`src/verilog/sdm_pkg.sv`:
```
// Notes on behaviour
// - Master role when master select bit set
// - Deserial framing when config field is 01
// - Compare received frame against polarity and mask
// - Match-stop bit set: stop after a matching frame
// - Match sets flag and raises interrupt
// - Stopped transfers never restart after flag clear
package sdm_pkg;

  // ===========================================================
  // Register byte offsets
  localparam logic [7:0] MODULE_CONFIG_OFS  = 8'h00;
  localparam logic [7:0] DESERIAL_CFG0_OFS  = 8'h04;
  localparam logic [7:0] MATCH_POLARITY_OFS = 8'h08;
  localparam logic [7:0] MATCH_MASK_OFS     = 8'h0C;
  localparam logic [7:0] MODULE_STATUS_OFS  = 8'h10;
  localparam logic [7:0] IRQ_MASK_OFS       = 8'h14;
  localparam logic [7:0] TX_DATA_OFS        = 8'h18;
  localparam logic [7:0] RX_DATA_OFS        = 8'h1C;

  // ===========================================================
  // Field positions
  localparam int MASTER_SELECT_POS  = 0;
  localparam int FRAMING_FIELD_LO   = 1;
  localparam int FRAMING_FIELD_HI   = 2;
  localparam int MATCH_STOP_POS     = 0;
  localparam int START_POS          = 1;
  localparam int MATCH_FLAG_POS     = 0;
  localparam int DONE_FLAG_POS      = 1;
  localparam int STOPPED_POS        = 2;
  localparam int BUSY_POS           = 3;

  localparam logic [1:0] FRAMING_DESERIAL = 2'h1;
  localparam logic [1:0] RESP_OKAY        = 2'h0;
  localparam logic [1:0] RESP_SLVERR      = 2'h2;
  localparam logic [31:0] ZERO_WORD       = 32'h0000_0000;

  // ===========================================================
  // Timing: serial clock period
  localparam int SCK_PERIOD_NS = 1000;
  localparam int SYS_PERIOD_NS = 10;
  localparam int SCK_HALF_CYC  = SCK_PERIOD_NS / SYS_PERIOD_NS / 2;

  typedef struct packed {
    logic        masterSelect;
    logic [1:0]  framingConfigField;
    logic        matchStopBit;
  } sdm_cfg_s;

  typedef enum {SDM_IDLE, SDM_SHIFT, SDM_STOPPED} sdm_state_e;

endpackage : sdm_pkg

```
`src/verilog/sdm_match_stop.sv`:
```
// The placing of the registers and the AXI4-Lite slave port were decided locally.
`timescale 1ns/1ps
module sdm_match_stop
  import sdm_pkg::*;
#(
  parameter int FRAME_BITS = 16
)(
  input  wire logic        clk_sys,
  input  wire logic        reset_n,
  input  wire logic        awvalid,
  output      logic        awready,
  input  wire logic [7:0]  awaddr,
  input  wire logic        wvalid,
  output      logic        wready,
  input  wire logic [31:0] wdata,
  input  wire logic [3:0]  wstrb,
  output      logic        bvalid,
  input  wire logic        bready,
  output      logic [1:0]  bresp,
  input  wire logic        arvalid,
  output      logic        arready,
  input  wire logic [7:0]  araddr,
  output      logic        rvalid,
  input  wire logic        rready,
  output      logic [31:0] rdata,
  output      logic [1:0]  rresp,
  output      logic        serialClk,
  output      logic        serialOut,
  input  wire logic        serialIn,
  output      logic        chipSelect_n,
  output      logic        irq
);

  // ===========================================================
  // Registers
  sdm_cfg_s               cfg_q;
  logic [FRAME_BITS-1:0]  polarity_q, mask_q, txData_q, rxData_q, shift_q;
  logic [1:0]             status_q, irqMask_q;
  sdm_state_e             state_q;
  logic [15:0]            divCnt_q;
  logic [7:0]             bitCnt_q;
  logic                   sIn1_q, sIn2_q;
  logic                   startReq_q;
  logic                   awHeld_q, wHeld_q;
  logic [7:0]             awAddr_q;
  logic [31:0]            wData_q;
  logic [3:0]             wStrb_q;
  logic                   frameDone, matchHit, statusRead, doWrite, tick;

  function automatic logic [FRAME_BITS-1:0] sdm_strobe(
    input logic [FRAME_BITS-1:0] oldVal,
    input logic [31:0]           newVal,
    input logic [3:0]            strb
  );
    logic [31:0] w;
    w = {{(32-FRAME_BITS){1'b0}}, oldVal};
    for (int i = 0; i < 4; i++)
    begin
      if (strb[i])
      begin
        w[i*8 +: 8] = newVal[i*8 +: 8];
      end
    end
    return w[FRAME_BITS-1:0];
  endfunction : sdm_strobe
  function automatic logic sdm_match(
    input logic [FRAME_BITS-1:0] rx,
    input logic [FRAME_BITS-1:0] pol,
    input logic [FRAME_BITS-1:0] msk
  );
    return (((rx ^ pol) & ~msk) == '0);
  endfunction : sdm_match

  // ===========================================================
  // AXI write path
  assign awready = ~awHeld_q;
  assign wready  = ~wHeld_q;
  assign doWrite = awHeld_q & wHeld_q & ~bvalid;
  assign bresp   = RESP_OKAY;

  always_ff @(posedge clk_sys or negedge reset_n)
  begin
    if (!reset_n)
    begin
      awHeld_q <= 1'b0;
      wHeld_q  <= 1'b0;
      awAddr_q <= 8'h00;
      wData_q  <= ZERO_WORD;
      wStrb_q  <= 4'h0;
      bvalid   <= 1'b0;
    end
    else
    begin
      if (awvalid && awready)
      begin
        awHeld_q <= 1'b1;
        awAddr_q <= awaddr;
      end
      if (wvalid && wready)
      begin
        wHeld_q <= 1'b1;
        wData_q <= wdata;
        wStrb_q <= wstrb;
      end
      if (doWrite)
      begin
        bvalid   <= 1'b1;
        awHeld_q <= 1'b0;
        wHeld_q  <= 1'b0;
      end
      else if (bvalid && bready)
      begin
        bvalid <= 1'b0;
      end
    end
  end

  // ===========================================================
  // Config registers
  always_ff @(posedge clk_sys or negedge reset_n)
  begin
    if (!reset_n)
    begin
      cfg_q      <= '0;
      polarity_q <= '0;
      mask_q     <= '0;
      txData_q   <= '0;
      irqMask_q  <= 2'h0;
      startReq_q <= 1'b0;
    end
    else
    begin
      startReq_q <= 1'b0;
      if (doWrite)
      begin
        unique case (awAddr_q)
          MODULE_CONFIG_OFS:
          begin
            if (wStrb_q[0])
            begin
              cfg_q.masterSelect       <= wData_q[MASTER_SELECT_POS];
              cfg_q.framingConfigField <= wData_q[FRAMING_FIELD_HI:FRAMING_FIELD_LO];
            end
          end
          DESERIAL_CFG0_OFS:
          begin
            if (wStrb_q[0])
            begin
              cfg_q.matchStopBit <= wData_q[MATCH_STOP_POS];
              startReq_q         <= wData_q[START_POS];
            end
          end
          MATCH_POLARITY_OFS: polarity_q <= sdm_strobe(polarity_q, wData_q, wStrb_q);
          MATCH_MASK_OFS:     mask_q     <= sdm_strobe(mask_q, wData_q, wStrb_q);
          IRQ_MASK_OFS:       irqMask_q  <= wStrb_q[0] ? wData_q[1:0] : irqMask_q;
          TX_DATA_OFS:        txData_q   <= sdm_strobe(txData_q, wData_q, wStrb_q);
          default:            ;
        endcase
      end
    end
  end

  // ===========================================================
  // AXI read path
  assign arready    = ~rvalid;
  assign rresp      = RESP_OKAY;
  assign statusRead = arvalid && arready && (araddr == MODULE_STATUS_OFS);

  always_ff @(posedge clk_sys or negedge reset_n)
  begin
    if (!reset_n)
    begin
      rvalid <= 1'b0;
      rdata  <= ZERO_WORD;
    end
    else if (arvalid && arready)
    begin
      rvalid <= 1'b1;
      unique case (araddr)
        MODULE_CONFIG_OFS:  rdata <= 32'({cfg_q.framingConfigField, cfg_q.masterSelect});
        DESERIAL_CFG0_OFS:  rdata <= 32'(cfg_q.matchStopBit);
        MATCH_POLARITY_OFS: rdata <= 32'(polarity_q);
        MATCH_MASK_OFS:     rdata <= 32'(mask_q);
        MODULE_STATUS_OFS:
          rdata <= 32'({state_q == SDM_SHIFT, state_q == SDM_STOPPED, status_q});
        IRQ_MASK_OFS:       rdata <= 32'(irqMask_q);
        TX_DATA_OFS:        rdata <= 32'(txData_q);
        RX_DATA_OFS:        rdata <= 32'(rxData_q);
        default:            rdata <= ZERO_WORD;
      endcase
    end
    else if (rvalid && rready)
    begin
      rvalid <= 1'b0;
    end
  end

  // ===========================================================
  // Serial engine
  always_ff @(posedge clk_sys or negedge reset_n)
  begin
    if (!reset_n)
    begin
      {sIn2_q, sIn1_q} <= 2'h0;
    end
    else
    begin
      {sIn2_q, sIn1_q} <= {sIn1_q, serialIn};
    end
  end
  assign tick = (divCnt_q == 16'(SCK_HALF_CYC - 1));
  always_ff @(posedge clk_sys or negedge reset_n)
  begin
    if (!reset_n)
    begin
      divCnt_q <= 16'h0000;
    end
    else if (state_q != SDM_SHIFT || tick)
    begin
      divCnt_q <= 16'h0000;
    end
    else
    begin
      divCnt_q <= divCnt_q + 16'h0001;
    end
  end

  assign frameDone = (state_q == SDM_SHIFT) && tick && serialClk
                     && (bitCnt_q == 8'(FRAME_BITS - 1));
  assign matchHit  = frameDone
                     && sdm_match({shift_q[FRAME_BITS-2:0], sIn2_q}, polarity_q, mask_q);

  always_ff @(posedge clk_sys or negedge reset_n)
  begin
    if (!reset_n)
    begin
      state_q   <= SDM_IDLE;
      serialClk <= 1'b0;
      bitCnt_q  <= 8'h00;
      shift_q   <= '0;
      rxData_q  <= '0;
    end
    else
    begin
      unique case (state_q)
        SDM_IDLE:
        begin
          // Master role in deserial framing only
          if (startReq_q && cfg_q.masterSelect
              && cfg_q.framingConfigField == FRAMING_DESERIAL)
          begin
            state_q  <= SDM_SHIFT;
            shift_q  <= txData_q;
            bitCnt_q <= 8'h00;
          end
        end
        SDM_SHIFT:
        begin
          if (tick)
          begin
            serialClk <= ~serialClk;
            if (serialClk)
            begin
              shift_q  <= {shift_q[FRAME_BITS-2:0], sIn2_q};
              bitCnt_q <= bitCnt_q + 8'h01;
              if (frameDone)
              begin
                rxData_q <= {shift_q[FRAME_BITS-2:0], sIn2_q};
                // Stopped state is sticky: only reset leaves it
                state_q  <= (matchHit && cfg_q.matchStopBit) ? SDM_STOPPED
                                                             : SDM_IDLE;
              end
            end
          end
        end
        SDM_STOPPED: state_q <= SDM_STOPPED;
      endcase
    end
  end

  assign serialOut    = shift_q[FRAME_BITS-1];
  assign chipSelect_n = (state_q != SDM_SHIFT);

  // ===========================================================
  // Status and interrupt; set wins over read-clear
  always_ff @(posedge clk_sys or negedge reset_n)
  begin
    if (!reset_n)
    begin
      status_q <= 2'h0;
    end
    else
    begin
      status_q <= (statusRead ? 2'h0 : status_q) | {frameDone, matchHit};
    end
  end

  assign irq = |(status_q & irqMask_q);

endmodule : sdm_match_stop

```
`config.mk`:
```
export PLATFORM = sky130hd
export DESIGN_NAME = sdm_match_stop
export DESIGN_NICKNAME = d
export VERILOG_FILES = /design/src/verilog/sdm_pkg.sv /design/src/verilog/sdm_match_stop.sv
export SDC_FILE = /design/constraint.sdc
export NUM_CORES = 1
export LEC_CHECK = 0
export ABC_AREA = 1
export ABC_CLOCK_PERIOD_IN_PS = 4500
export BUFFER_PORTS_ARGS = -buffer_cell sky130_fd_sc_hd__buf_4
export CORE_MARGIN = 2
export CORE_UTILIZATION = 25
export CTS_BUF_LIST = sky130_fd_sc_hd__clkbuf_8
export DETAILED_ROUTE_END_ITERATION = 8
export PLACE_DENSITY = 0.41
export SLEW_MARGIN = 20
export SYNTH_ARGS = -nofsm -noshare
export SYNTH_HDL_FRONTEND = slang
export SYNTH_SLANG_ARGS = --single-unit
```
`constraint.sdc`:
```
create_clock -name clk_sys -period 4.5 [get_ports clk_sys]
set_input_delay 0.675 -clock clk_sys [delete_from_list [all_inputs] [get_ports clk_sys]]
set_output_delay 0.675 -clock clk_sys [all_outputs]
set_load 0.01 [all_outputs]
```
==> results of run 1 <==
-- where the power goes --
part           leakage [nW]  switching (mW)  total, mW  internal [mW]
clock network         0.205           0.664       1.14          0.474
registers              2.19           0.108       1.77           1.66
logic                  1.85           0.400      0.601          0.201
total                  4.24            1.17       3.51           2.34
-- cell usage after synthesis (2+ instances only) --
| master | count | area share |
|---|---|---|
| nor2_1 | 76 | 0.036 |
| ha_1 | 6 | 0.0095 |
| nor3b_1 | 2 | 0.0019 |
| nand3_1 | 24 | 0.015 |
| nand2_2 | 4 | 0.0032 |
| nand3_2 | 3 | 0.0038 |
| nor2_2 | 7 | 0.0056 |
| o31ai_1 | 2 | 0.0019 |
| clkbuf_1 | 6 | 0.0029 |
| o2111ai_1 | 8 | 0.0089 |
| o21ai_1 | 22 | 0.014 |
| xor2_1 | 5 | 0.0056 |
| or2_2 | 6 | 0.0048 |
| o22ai_1 | 2 | 0.0016 |
| buf_2 | 7 | 0.0045 |
| buf_6 | 8 | 0.011 |
| inv_2 | 3 | 0.0014 |
| inv_1 | 96 | 0.046 |
| nor3_2 | 2 | 0.0025 |
| clkbuf_2 | 2 | 0.0013 |
| nor3_1 | 14 | 0.0089 |
| nand4_1 | 12 | 0.0095 |
| mux2_2 | 5 | 0.0072 |
| a21oi_1 | 49 | 0.031 |
| o211ai_1 | 16 | 0.015 |
| dfrtp_1 | 164 | 0.52 |
| buf_1 | 4 | 0.0019 |
| o21ai_2 | 3 | 0.0033 |
| o21ai_0 | 63 | 0.040 |
| a31oi_1 | 2 | 0.0016 |
| nand3b_1 | 6 | 0.0057 |
| o21a_1 | 4 | 0.0038 |
| buf_4 | 24 | 0.023 |
| and2_1 | 2 | 0.0016 |
| nand2_1 | 263 | 0.13 |
-- worst max-delay path, cell delays in order, from the launching register on --
cell and delay [ns]:
dfrtp_1 0.41, inv_1 0.09, ha_1 0.75, buf_4 0.40, inv_1 0.21, buf_4 0.20
-- registers in the layout (all words and copies together), names as in the netlist, 16 cells and up --
register and count:
shift_q 16, rxData_q 16, polarity_q 16, mask_q 16, txData_q 16, rdata 16, wData_q 16, divCnt_q 16
-- metal layers --
layer | vias to the layer above | track usage | part of all wire
met5 | - | 0 | 0
met4 | 0 | 0.0286 | 0.0075
met3 | 14 | 0.0265 | 0.036
met2 | 108 | 0.202 | 0.45
met1 | 2882 | 0.179 | 0.50
li1 | 3101 | - | -
-- cells by family after synthesis --
family	Yosys count	share of synthesized area
simple gates	427	0.235
compound gates	176	0.128
flops	164	0.522
buf+inv	150	0.0921
fa+ha+maj	6	0.00954
xor+xnor	6	0.00668
mux	5	0.00716
other cells	1	0.000477
-- through the flow --
stage               instances  area, µm²  total power, mW  hold WS, ns  setup slack, ns
global placement         1369       8620             2.41        0.337             1.61
global route             1401       9040             3.75        0.174             1.03
floorplan                 954       7940             2.18        0.331             2.79
finish                   1401       9040             3.51        0.143             1.32
CTS                      1401       9040             3.59        0.158             1.23
detailed placement       1369       8620             2.42        0.338             1.59
-- placed cells by master, fill, tap and decap left out, types with 2 or more instances in the layout --
| cell | instances |
|---|---|
| nand4_1 | 12 |
| nand3b_1 | 6 |
| o31ai_1 | 2 |
| clkinv_8 | 3 |
| and2_1 | 2 |
| o211ai_1 | 16 |
| clkbuf_8 | 17 |
| clkinvlp_4 | 2 |
| nand3_1 | 24 |
| inv_1 | 96 |
| inv_6 | 2 |
| o21ai_2 | 3 |
| nor3b_1 | 2 |
| or2_2 | 6 |
| a21oi_1 | 49 |
| conb_1 | 20 |
| ha_1 | 6 |
| nand3_2 | 3 |
| xor2_1 | 5 |
| inv_8 | 5 |
| nor3_1 | 14 |
| o21ai_1 | 22 |
| nand2_2 | 4 |
| o21ai_0 | 63 |
| nand2_1 | 263 |
| clkinv_4 | 2 |
| nor2_1 | 76 |
| nor3_2 | 2 |
| o2111ai_1 | 8 |
| nor2_2 | 7 |
| mux2_2 | 5 |
| dfrtp_1 | 164 |
| inv_2 | 3 |
| o21a_1 | 4 |
| o22ai_1 | 2 |
| a31oi_1 | 2 |
| buf_4 | 68 |
-- worst min-delay path by stage --
| stage | depth (start not counted) | slack (ns) | start | endpoint |
|---|---|---|---|---|
| 2_1_floorplan | 0 | 0.33 | sIn1_q | sIn2_q |
| 4_1_cts | 1 | 0.16 | reset_n | awAddr_q[7] |
| 3_3_place_gp | 0 | 0.34 | sIn1_q | sIn2_q |
| 5_1_grt | 1 | 0.17 | reset_n | awAddr_q[7] |
| 6_report | 1 | 0.14 | reset_n | awAddr_q[7] |
| 3_5_place_dp | 0 | 0.34 | sIn1_q | sIn2_q |
-- area by class of cell --
class / instances / area share
clock buffer: 17 / 0.0259
sequential: 164 / 0.454
inverter: 99 / 0.0411
timing repair buffer: 70 / 0.0599
multi-input combinational: 640 / 0.344
tap: 396 / 0.0548
clock inverter: 15 / 0.0205
==> reports/metrics.cfg, run 1 <==
[synth]
syn_area_um2 = 7870
synth_edf_count = 0
synth_cells = 935
async_flop_share = 1.00
avgSynthCellArea_um2 = 8.41
ys_ff_latch = 164
yosysSeqAreaShare = 0.522
synth-main-ff-cell = dfrtp_1
synth_cell_types = 48
ys_warn_count = 0

[power_and_ir_drop]
leakage_nw = 4.24
power_per_cell_area_nw_per_um2 = 388
irDropWorstVdd_mv = 0.232

[timing]
setup_tns_ns = 0
post-route-min-period_ns = 3.18
period_share = 0.708
drv_slew = 0
finalHoldViolCount = 0
timing.slew.headroom = 0.319
rsz0062_at_grt = false
setup_viol = 0
max_freq_mhz = 314
tightestPinTransition_ns = 1.02
finalClockSkew_ns = 0.0271

[clocking]
clk-insertion-delay-late_ns = 0.48
cts_buffer_depth = 2
cts-resized-gates = 0
cts_root_buf = clkbuf_8
clk_pin_slew_ns = 0.12
htreeDepth = 4
postCtsSetupBuffers = 0
cts_tree = done
cts-hold-fix-buffers = 0
cts_sinks = 164
cts_made_buffers = 17

[detailed_routing]
avgViaCountPerCell = 4.36
routed_wl_mm = 19.9
wire_per_inst_um = 14.2
drtPass1Iterations = 6
drc = 0
dr_total_vias = 6105
drtAntennaViolNets = 0
drtIter0Drc = 350

[global_routing]
grt-ovfl-total = 0
grt_max_degree = 107
grt_pass1_wl_mm = 32.9
antenna_found_initial = 0
grt_pass1_vias = 5945
grt_usage = 0.127

[worst_hold_path]
hold_class = input port to async pin

[worst_setup_path]
rr_endpoint = bitCnt_q[0]
critPathMaxFanout = 25
r2r-start = state_q[1]
reg2reg_setup_slack_ns = 1.64
crit_path_end = chipSelect_n
cp.arrival_ns = 2.51
critPathCaptureType = output pin
r2r_cells = 6
required_ns = 3.83
start_kind = register
worstSetupStartpoint = state_q[1]
worstSetupPathType = register to output pin

[cells_and_area]
final_core_util = 0.294
fillers = 3376
fin_nets = 1058
multi_input_area_um2 = 3110
antenna_cells = 0
seq_area_um2 = 4100
syn2layout_area_growth_pct = 14.9
drive_above_1_share = 0.140

[floorplan]
die_area_um2 = 32900
initial_core_util = 0.256
placementRows = 64
ios = 105
die_x_um = 181
core_um2 = 30700
die_h_um = 181

[placement]
port_buffers = 66
dp_hpwl_mm = 13.8
gp_congestion = 0.755

[outcome]
outcome = complete, no violations

[run]
drv_cap = 0

Power figures use the tool's default switching activity.
==> run 2, diff against run 1 <==
- ABC_CLOCK_PERIOD_IN_PS: 4500 -> 2700
- PLACE_DENSITY: 0.41 -> 0.42
- clock period: 4.5 -> 2.7 ns (I/O delays scaled with it)
==> run 2 against run 1 <==
Worst setup slack got worse by 0.94 ns. Critical path depth shrank 1. Global-route usage shrank 0.098 points. Flip-flop and latch count unchanged. Clock skew fell by 0.0052 ns. Total power grew 63%. First-iteration DRC count up 8.3%. Critical path type unchanged. Largest power group unchanged.
==> reports/metrics.cfg, run 2 (synthesis gave the netlist of run 1 again) <==
[power_and_ir_drop]
p_clk_frac = 0.306  ; -0.018
seqPwrFrac = 0.518  ; +0.013
irDropWorstVdd_mv = 0.349  ; +50%
power_per_cell_area_nw_per_um2 = 627  ; +61%
p_comb_frac = 0.176  ; +0.005
sw_frac_of_total = 0.320  ; -0.0137
p_total_mw = 5.71  ; +63%
internal-power_mw = 3.88  ; +66%
leakage_nw = 4.29  ; +1.2%
p_sw_mw = 1.83  ; +56%

[run]
drv_cap = 0  ; unchanged

[worst_setup_path]
reg2reg_setup_slack_ns = 0.67  ; -0.97 ns
critPathCaptureType = output pin
critPathMaxFanout = 12  ; -52%
worst-path-buf-inv = 3  ; -1
path_cells = inv_1, ha_1, inv_1, buf_4
slowest_delay_ns = 0.46  ; -0.29 ns
crit_top_cell = inv_1
critPathTopFamily = buffers and inverters
worstSetupPathType = register to output pin
start_kind = register
required_ns = 2.30  ; -1.53 ns
cp.arrival_ns = 1.92  ; -0.59 ns
crit_path_top_delay_cell = ha_1

[worst_hold_path]
hold_class = input port to register

[detailed_routing]
routed_wl_mm = 19.8  ; -0.23%
wire_per_inst_um = 14.0  ; -1.1%
drtPass1Iterations = 5  ; -1
avgViaCountPerCell = 4.30  ; -1.3%
dr_total_vias = 6077  ; -0.46%
drc = 0  ; unchanged
drtAntennaViolNets = 0  ; unchanged
drtIter0Drc = 379  ; +8.3%

[timing]
setup_tns_ns = 0  ; unchanged
finalClockSkew_ns = 0.0218  ; -0.00523 ns
tightestPinTransition_ns = 0.519  ; -0.501 ns
period_share = 0.861
setup_viol = 0  ; unchanged
layout_setup_ws_ns = 0.375  ; -0.940 ns
post-route-min-period_ns = 2.32
rsz0062_at_grt = false
drv_slew = 0  ; unchanged
timing.slew.headroom = 0.654  ; +0.335
max_freq_mhz = 430
finalHoldViolCount = 0  ; unchanged

[cells_and_area]
fin_nets = 1070  ; +1.1%
mostFrequentLayoutCell = nand2_1
final_core_util = 0.296  ; +0.00195
antenna_cells = 0  ; unchanged
drive_above_1_share = 0.149  ; +0.00916
stdcell_count = 1413  ; +0.86%
mostFrequentLayoutCells = 263 x nand2_1, 164 x dfrtp_1, 96 x inv_1
syn2layout_area_growth_pct = 15.7
fillers = 3352  ; -0.71%

[clocking]
clk-insertion-delay-late_ns = 0.46  ; -0.02 ns
htreeDepth = 4  ; unchanged
cts_root_buf = clkbuf_8
clk_pin_slew_ns = 0.09  ; -0.03 ns
cts_buffer_depth = 2  ; unchanged
postCtsSetupBuffers = 0  ; unchanged
cts_sinks = 164  ; unchanged
cts_made_buffers = 17  ; unchanged
cts_tree = done

[floorplan]
initial_core_util = 0.256  ; unchanged
core_um2 = 30700  ; unchanged
die_x_um = 181  ; unchanged
placementRows = 64  ; unchanged
die_h_um = 181  ; unchanged
ios = 105  ; unchanged
die_area_um2 = 32900  ; unchanged

[global_routing]
grt_pass1_vias = 5873  ; -1.2%
grt_max_degree = 48  ; -55%
antenna_found_initial = 0  ; unchanged
grt_usage = 0.126  ; -0.000977
grt-ovfl-total = 0  ; unchanged
grt_pass1_wl_mm = 32.7  ; -0.80%

[placement]
port_buffers = 66  ; unchanged
gp_congestion = 0.769  ; +1.9%
dp_hpwl_mm = 14.3  ; +3.7%
dp_slack_ns = 0.573  ; -1.02 ns
place_inst = 1380  ; +0.80%

[outcome]
outcome = complete, no violations

## run 2: changes by cell type in the layout (fill, tap and decap cells not counted), sizes merged
| cell | before | now |
|---|---|---|
| dlygate4sd3 | 0 | 1 |
| clkinv | 5 | 7 |
| clkbuf | 17 | 18 |
| inv | 106 | 103 |
| buf | 70 | 81 |
## run 2: stage by stage
stage | cell area, µm² | hold slack [ns]
6_report | 9100 | 0.0510
5_1_grt | 9100 | 0.0215
4_1_cts | 9100 | 0.0196
3_5_place_dp | 8720 | 0.348
3_3_place_gp | 8720 | 0.347
2_1_floorplan | 7940 | 0.109
## run 2: timing repair
item                      in CTS  in global routing
resized for setup              0                  0
hold endpoints to repair      43                  0
hold buffers                   1                  0
## run 2: worst paths after layout
path                            depth (start not counted)        from       endpoint
min in group asynchronous                               2     reset_n    awAddr_q[0]
worst max register to register                          7  state_q[1]    rxData_q[5]
max in group asynchronous                               3     reset_n  polarity_q[4]
worst min register to register                          0      sIn1_q         sIn2_q
worst min-delay path                                    1    serialIn         sIn1_q
worst max-delay path                                    4  state_q[1]   chipSelect_n
## run 2: layout make-up
type / count / area, µm² / area share
clock buffer: 18 / 248 / 0.0272
clock inverter: 14 / 126 / 0.0139
inverter: 99 / 372 / 0.0408
multi-input combinational: 640 / 3110 / 0.342
sequential: 164 / 4100 / 0.451
tap: 396 / 495 / 0.0544
timing repair buffer: 82 / 647 / 0.0711
## run 2: per-layer routing
| metal | up-vias | track usage | wire [µm] |
|---|---|---|---|
| met2 | 119 | 0.189 | 8570 |
| met5 | - | 0 | 0 |
| met1 | 2822 | 0.187 | 10400 |
| met3 | 12 | 0.0215 | 638 |
| met4 | 0 | 0.0361 | 203 |
| li1 | 3124 | - | - |
## run 2: power by group through the flow
stage                     Clock (mW)  Sequential, mW  Combinational [mW]
final                           1.75            2.95                1.01
after global routing            1.92            2.99                1.16
after CTS                       1.83            2.95                1.04
after detailed placement           0            3.01                1.04
after global placement             0            3.00                1.03
after floorplan                    0            2.96               0.681
==> run 3, diff against run 2 <==
--- a/constraint.sdc
+++ b/constraint.sdc
@@ -3,2 +3,2 @@
 set_output_delay 0.405 -clock clk_sys [all_outputs]
-set_load 0.01 [all_outputs]
+set_load 0.1 [all_outputs]
==> run 3 against run 2 <==
Cell count about the same. Total power up 7.7%. Critical path depth unchanged. Hold slack better by 0.0050 ns. Maximum frequency down 6.2%. Global-route usage about the same. Flip-flop and latch count unchanged. Design area up 0.15%. Via count up 0.48%. Register-to-register slack worse by 0.16 ns. Count of clock-buffer cells in the layout down 1. Critical path type unchanged. Highest routed layer unchanged.
==> reports/metrics.cfg, run 3 (synthesis gave the netlist of run 1 again) <==
[power_and_ir_drop]
power_per_cell_area_nw_per_um2 = 674  ; +7.5%
p_sw_mw = 2.25  ; +23%
leakage_nw = 4.30  ; +0.11%
sw_frac_of_total = 0.366  ; +0.0455
p_clk_frac = 0.301  ; -0.005
internal-power_mw = 3.90  ; +0.47%
seqPwrFrac = 0.481  ; -0.037
p_comb_frac = 0.218  ; +0.042
irDropWorstVdd_mv = 0.670  ; +92%

[timing]
post-route-min-period_ns = 2.48  ; +0.154 ns
finalClockSkew_ns = 0.0168  ; -0.00499 ns
timing.slew.headroom = 0.630  ; -0.0234
setup_viol = 0  ; unchanged
setup_tns_ns = 0  ; unchanged
rsz0062_at_grt = false
drv_slew = 0  ; unchanged
finalHoldViolCount = 0  ; unchanged
tightestPinTransition_ns = 0.554  ; +0.0351 ns
max_freq_mhz = 403  ; -6.2%
period_share = 0.918  ; +0.0570

[floorplan]
die_h_um = 181  ; unchanged
core_um2 = 30700  ; unchanged
initial_core_util = 0.256  ; unchanged
placementRows = 64  ; unchanged
ios = 105  ; unchanged
die_x_um = 181  ; unchanged
die_area_um2 = 32900  ; unchanged

[placement]
place_inst = 1379  ; -0.072%
gp_congestion = 0.782  ; +1.6%
dp_hpwl_mm = 14.2  ; -0.92%
port_buffers = 66  ; unchanged

[clocking]
cts_sinks = 164  ; unchanged
cts_made_buffers = 17  ; unchanged
cts_tree = done
clk-insertion-delay-late_ns = 0.46  ; about the same
cts_buffer_depth = 2  ; unchanged
cts_root_buf = clkbuf_8
clk_pin_slew_ns = 0.10  ; about the same
htreeDepth = 4  ; unchanged
postCtsSetupBuffers = 0  ; unchanged

[cells_and_area]
fillers = 3338  ; -0.42%
drive_above_1_share = 0.149  ; -0.000837
syn2layout_area_growth_pct = 15.9
antenna_cells = 0  ; unchanged
fin_nets = 1069  ; -0.093%
mostFrequentLayoutCell = nand2_1
mostFrequentLayoutCells = 263 x nand2_1, 164 x dfrtp_1, 96 x inv_1
final_core_util = 0.296  ; +0.000447
stdcell_count = 1412  ; -0.071%

[global_routing]
grt_usage = 0.127  ; +0.000248
grt_max_degree = 54  ; +13%
grt_util_met2 = 0.192  ; +0.00322
grt_pass1_wl_mm = 32.8  ; +0.49%
grt_pass1_vias = 5955  ; +1.4%
top_usage_layer = met2
grt-ovfl-total = 0  ; unchanged
met1_usage = 0.185  ; -0.00175
grt_util_met3 = 0.0235  ; +0.00201
antenna_found_initial = 0  ; unchanged

[worst_setup_path]
crit_top_cell = inv_1
worst-path-buf-inv = 3  ; unchanged
critPathCaptureType = output pin
crit_path_end = chipSelect_n
start_kind = register
worstSetupStartpoint = state_q[1]
reg2reg_setup_slack_ns = 0.51  ; -0.16 ns
critPathTopFamily = buffers and inverters
path_cells = inv_1, ha_1, inv_1, buf_4
rr_endpoint = bitCnt_q[0]
crit_path_top_delay_cell = ha_1
worstSetupPathType = register to output pin
r2r_cells = 7  ; unchanged
critPathMaxFanout = 12  ; unchanged
required_ns = 2.30  ; about the same
r2r-start = state_q[1]
slowest_delay_ns = 0.49  ; +0.03 ns
cp.arrival_ns = 2.07  ; +0.15 ns
worst-path-stages = 4  ; unchanged

[detailed_routing]
dr_total_vias = 6106  ; +0.48%
drtPass1Iterations = 5  ; unchanged
drtAntennaViolNets = 0  ; unchanged
drtIter0Drc = 353  ; -6.9%
avgViaCountPerCell = 4.32  ; +0.55%
drc = 0  ; unchanged
routed_wl_mm = 19.8  ; -0.34%
wire_per_inst_um = 14.0  ; -0.27%

[worst_hold_path]
hold_class = input port to register
holdPathStages = 1  ; unchanged

[run]
drv_cap = 0  ; unchanged

[outcome]
outcome = complete, no violations

==> run 3: routing by layer <==
| metal | vias to the layer above | share of wire |
|---|---|---|
| met3 | 14 | 0.035 |
| met2 | 111 | 0.44 |
| met5 | - | 0 |
| li1 | 3128 | - |
| met1 | 2853 | 0.52 |
| met4 | 0 | 0.0095 |
==> run 3: per-stage QoR <==
stage | hold slack, ns | worst slack (ns) | cell area, µm² | power, mW
finish | 0.0560 | 0.222 | 9110 | 6.15
global route | 0.0142 | 0.0642 | 9110 | 6.52
CTS | 0.0218 | 0.176 | 9110 | 6.25
detailed placement | 0.340 | 0.521 | 8710 | 4.37
global placement | 0.340 | 0.545 | 8710 | 4.35
floorplan | 0.109 | 0.0806 | 7940 | 3.96
==> run 3: worst reg2reg max path, stage by stage (launching register included) <==
cell and delay, ns:
dfrtp_1 0.41, inv_1 0.09, ha_1 0.49, o21ai_0 0.25
a21oi_4 0.15, buf_4 0.39, o21ai_0 0.18, o21a_1 0.13
==> run 3: power by group through the flow <==
stage                     clock network, mW  logic [mW]  registers [mW]
final                                  1.85        1.34            2.95
after global routing                   2.03        1.50            2.99
after CTS                              1.93        1.37            2.95
after detailed placement                  0        1.37            3.00
after global placement                    0        1.35            3.00
after floorplan                           0       0.938            3.03
==> run 3: timing repair <==
action	CTS	global route
setup endpoints to repair	0	0
hold buffers	1	0
endpoints found under the hold margin	50	0
gates resized for setup	0	0
==> run 3: how the worst min path moves through the flow <==
stage | from | end | slack, ns
after floorplan | reset_n | awAddr_q[0] | 0.11
after global placement | sIn1_q | sIn2_q | 0.34
after detailed placement | sIn1_q | sIn2_q | 0.34
after CTS | serialIn | sIn1_q | 0.02
after global routing | serialIn | sIn1_q | 0.01
final | serialIn | sIn1_q | 0.06
==> run 3: cell type report <==
type,count,area (µm²),share of cell area
Multi-Input combinational cell,640,3110,0.341
Clock buffer,17,234,0.0257
Sequential cell,164,4100,0.450
Clock inverter,15,161,0.0177
Timing Repair Buffer,81,639,0.0701
Tap cell,396,495,0.0544
Inverter,99,372,0.0408
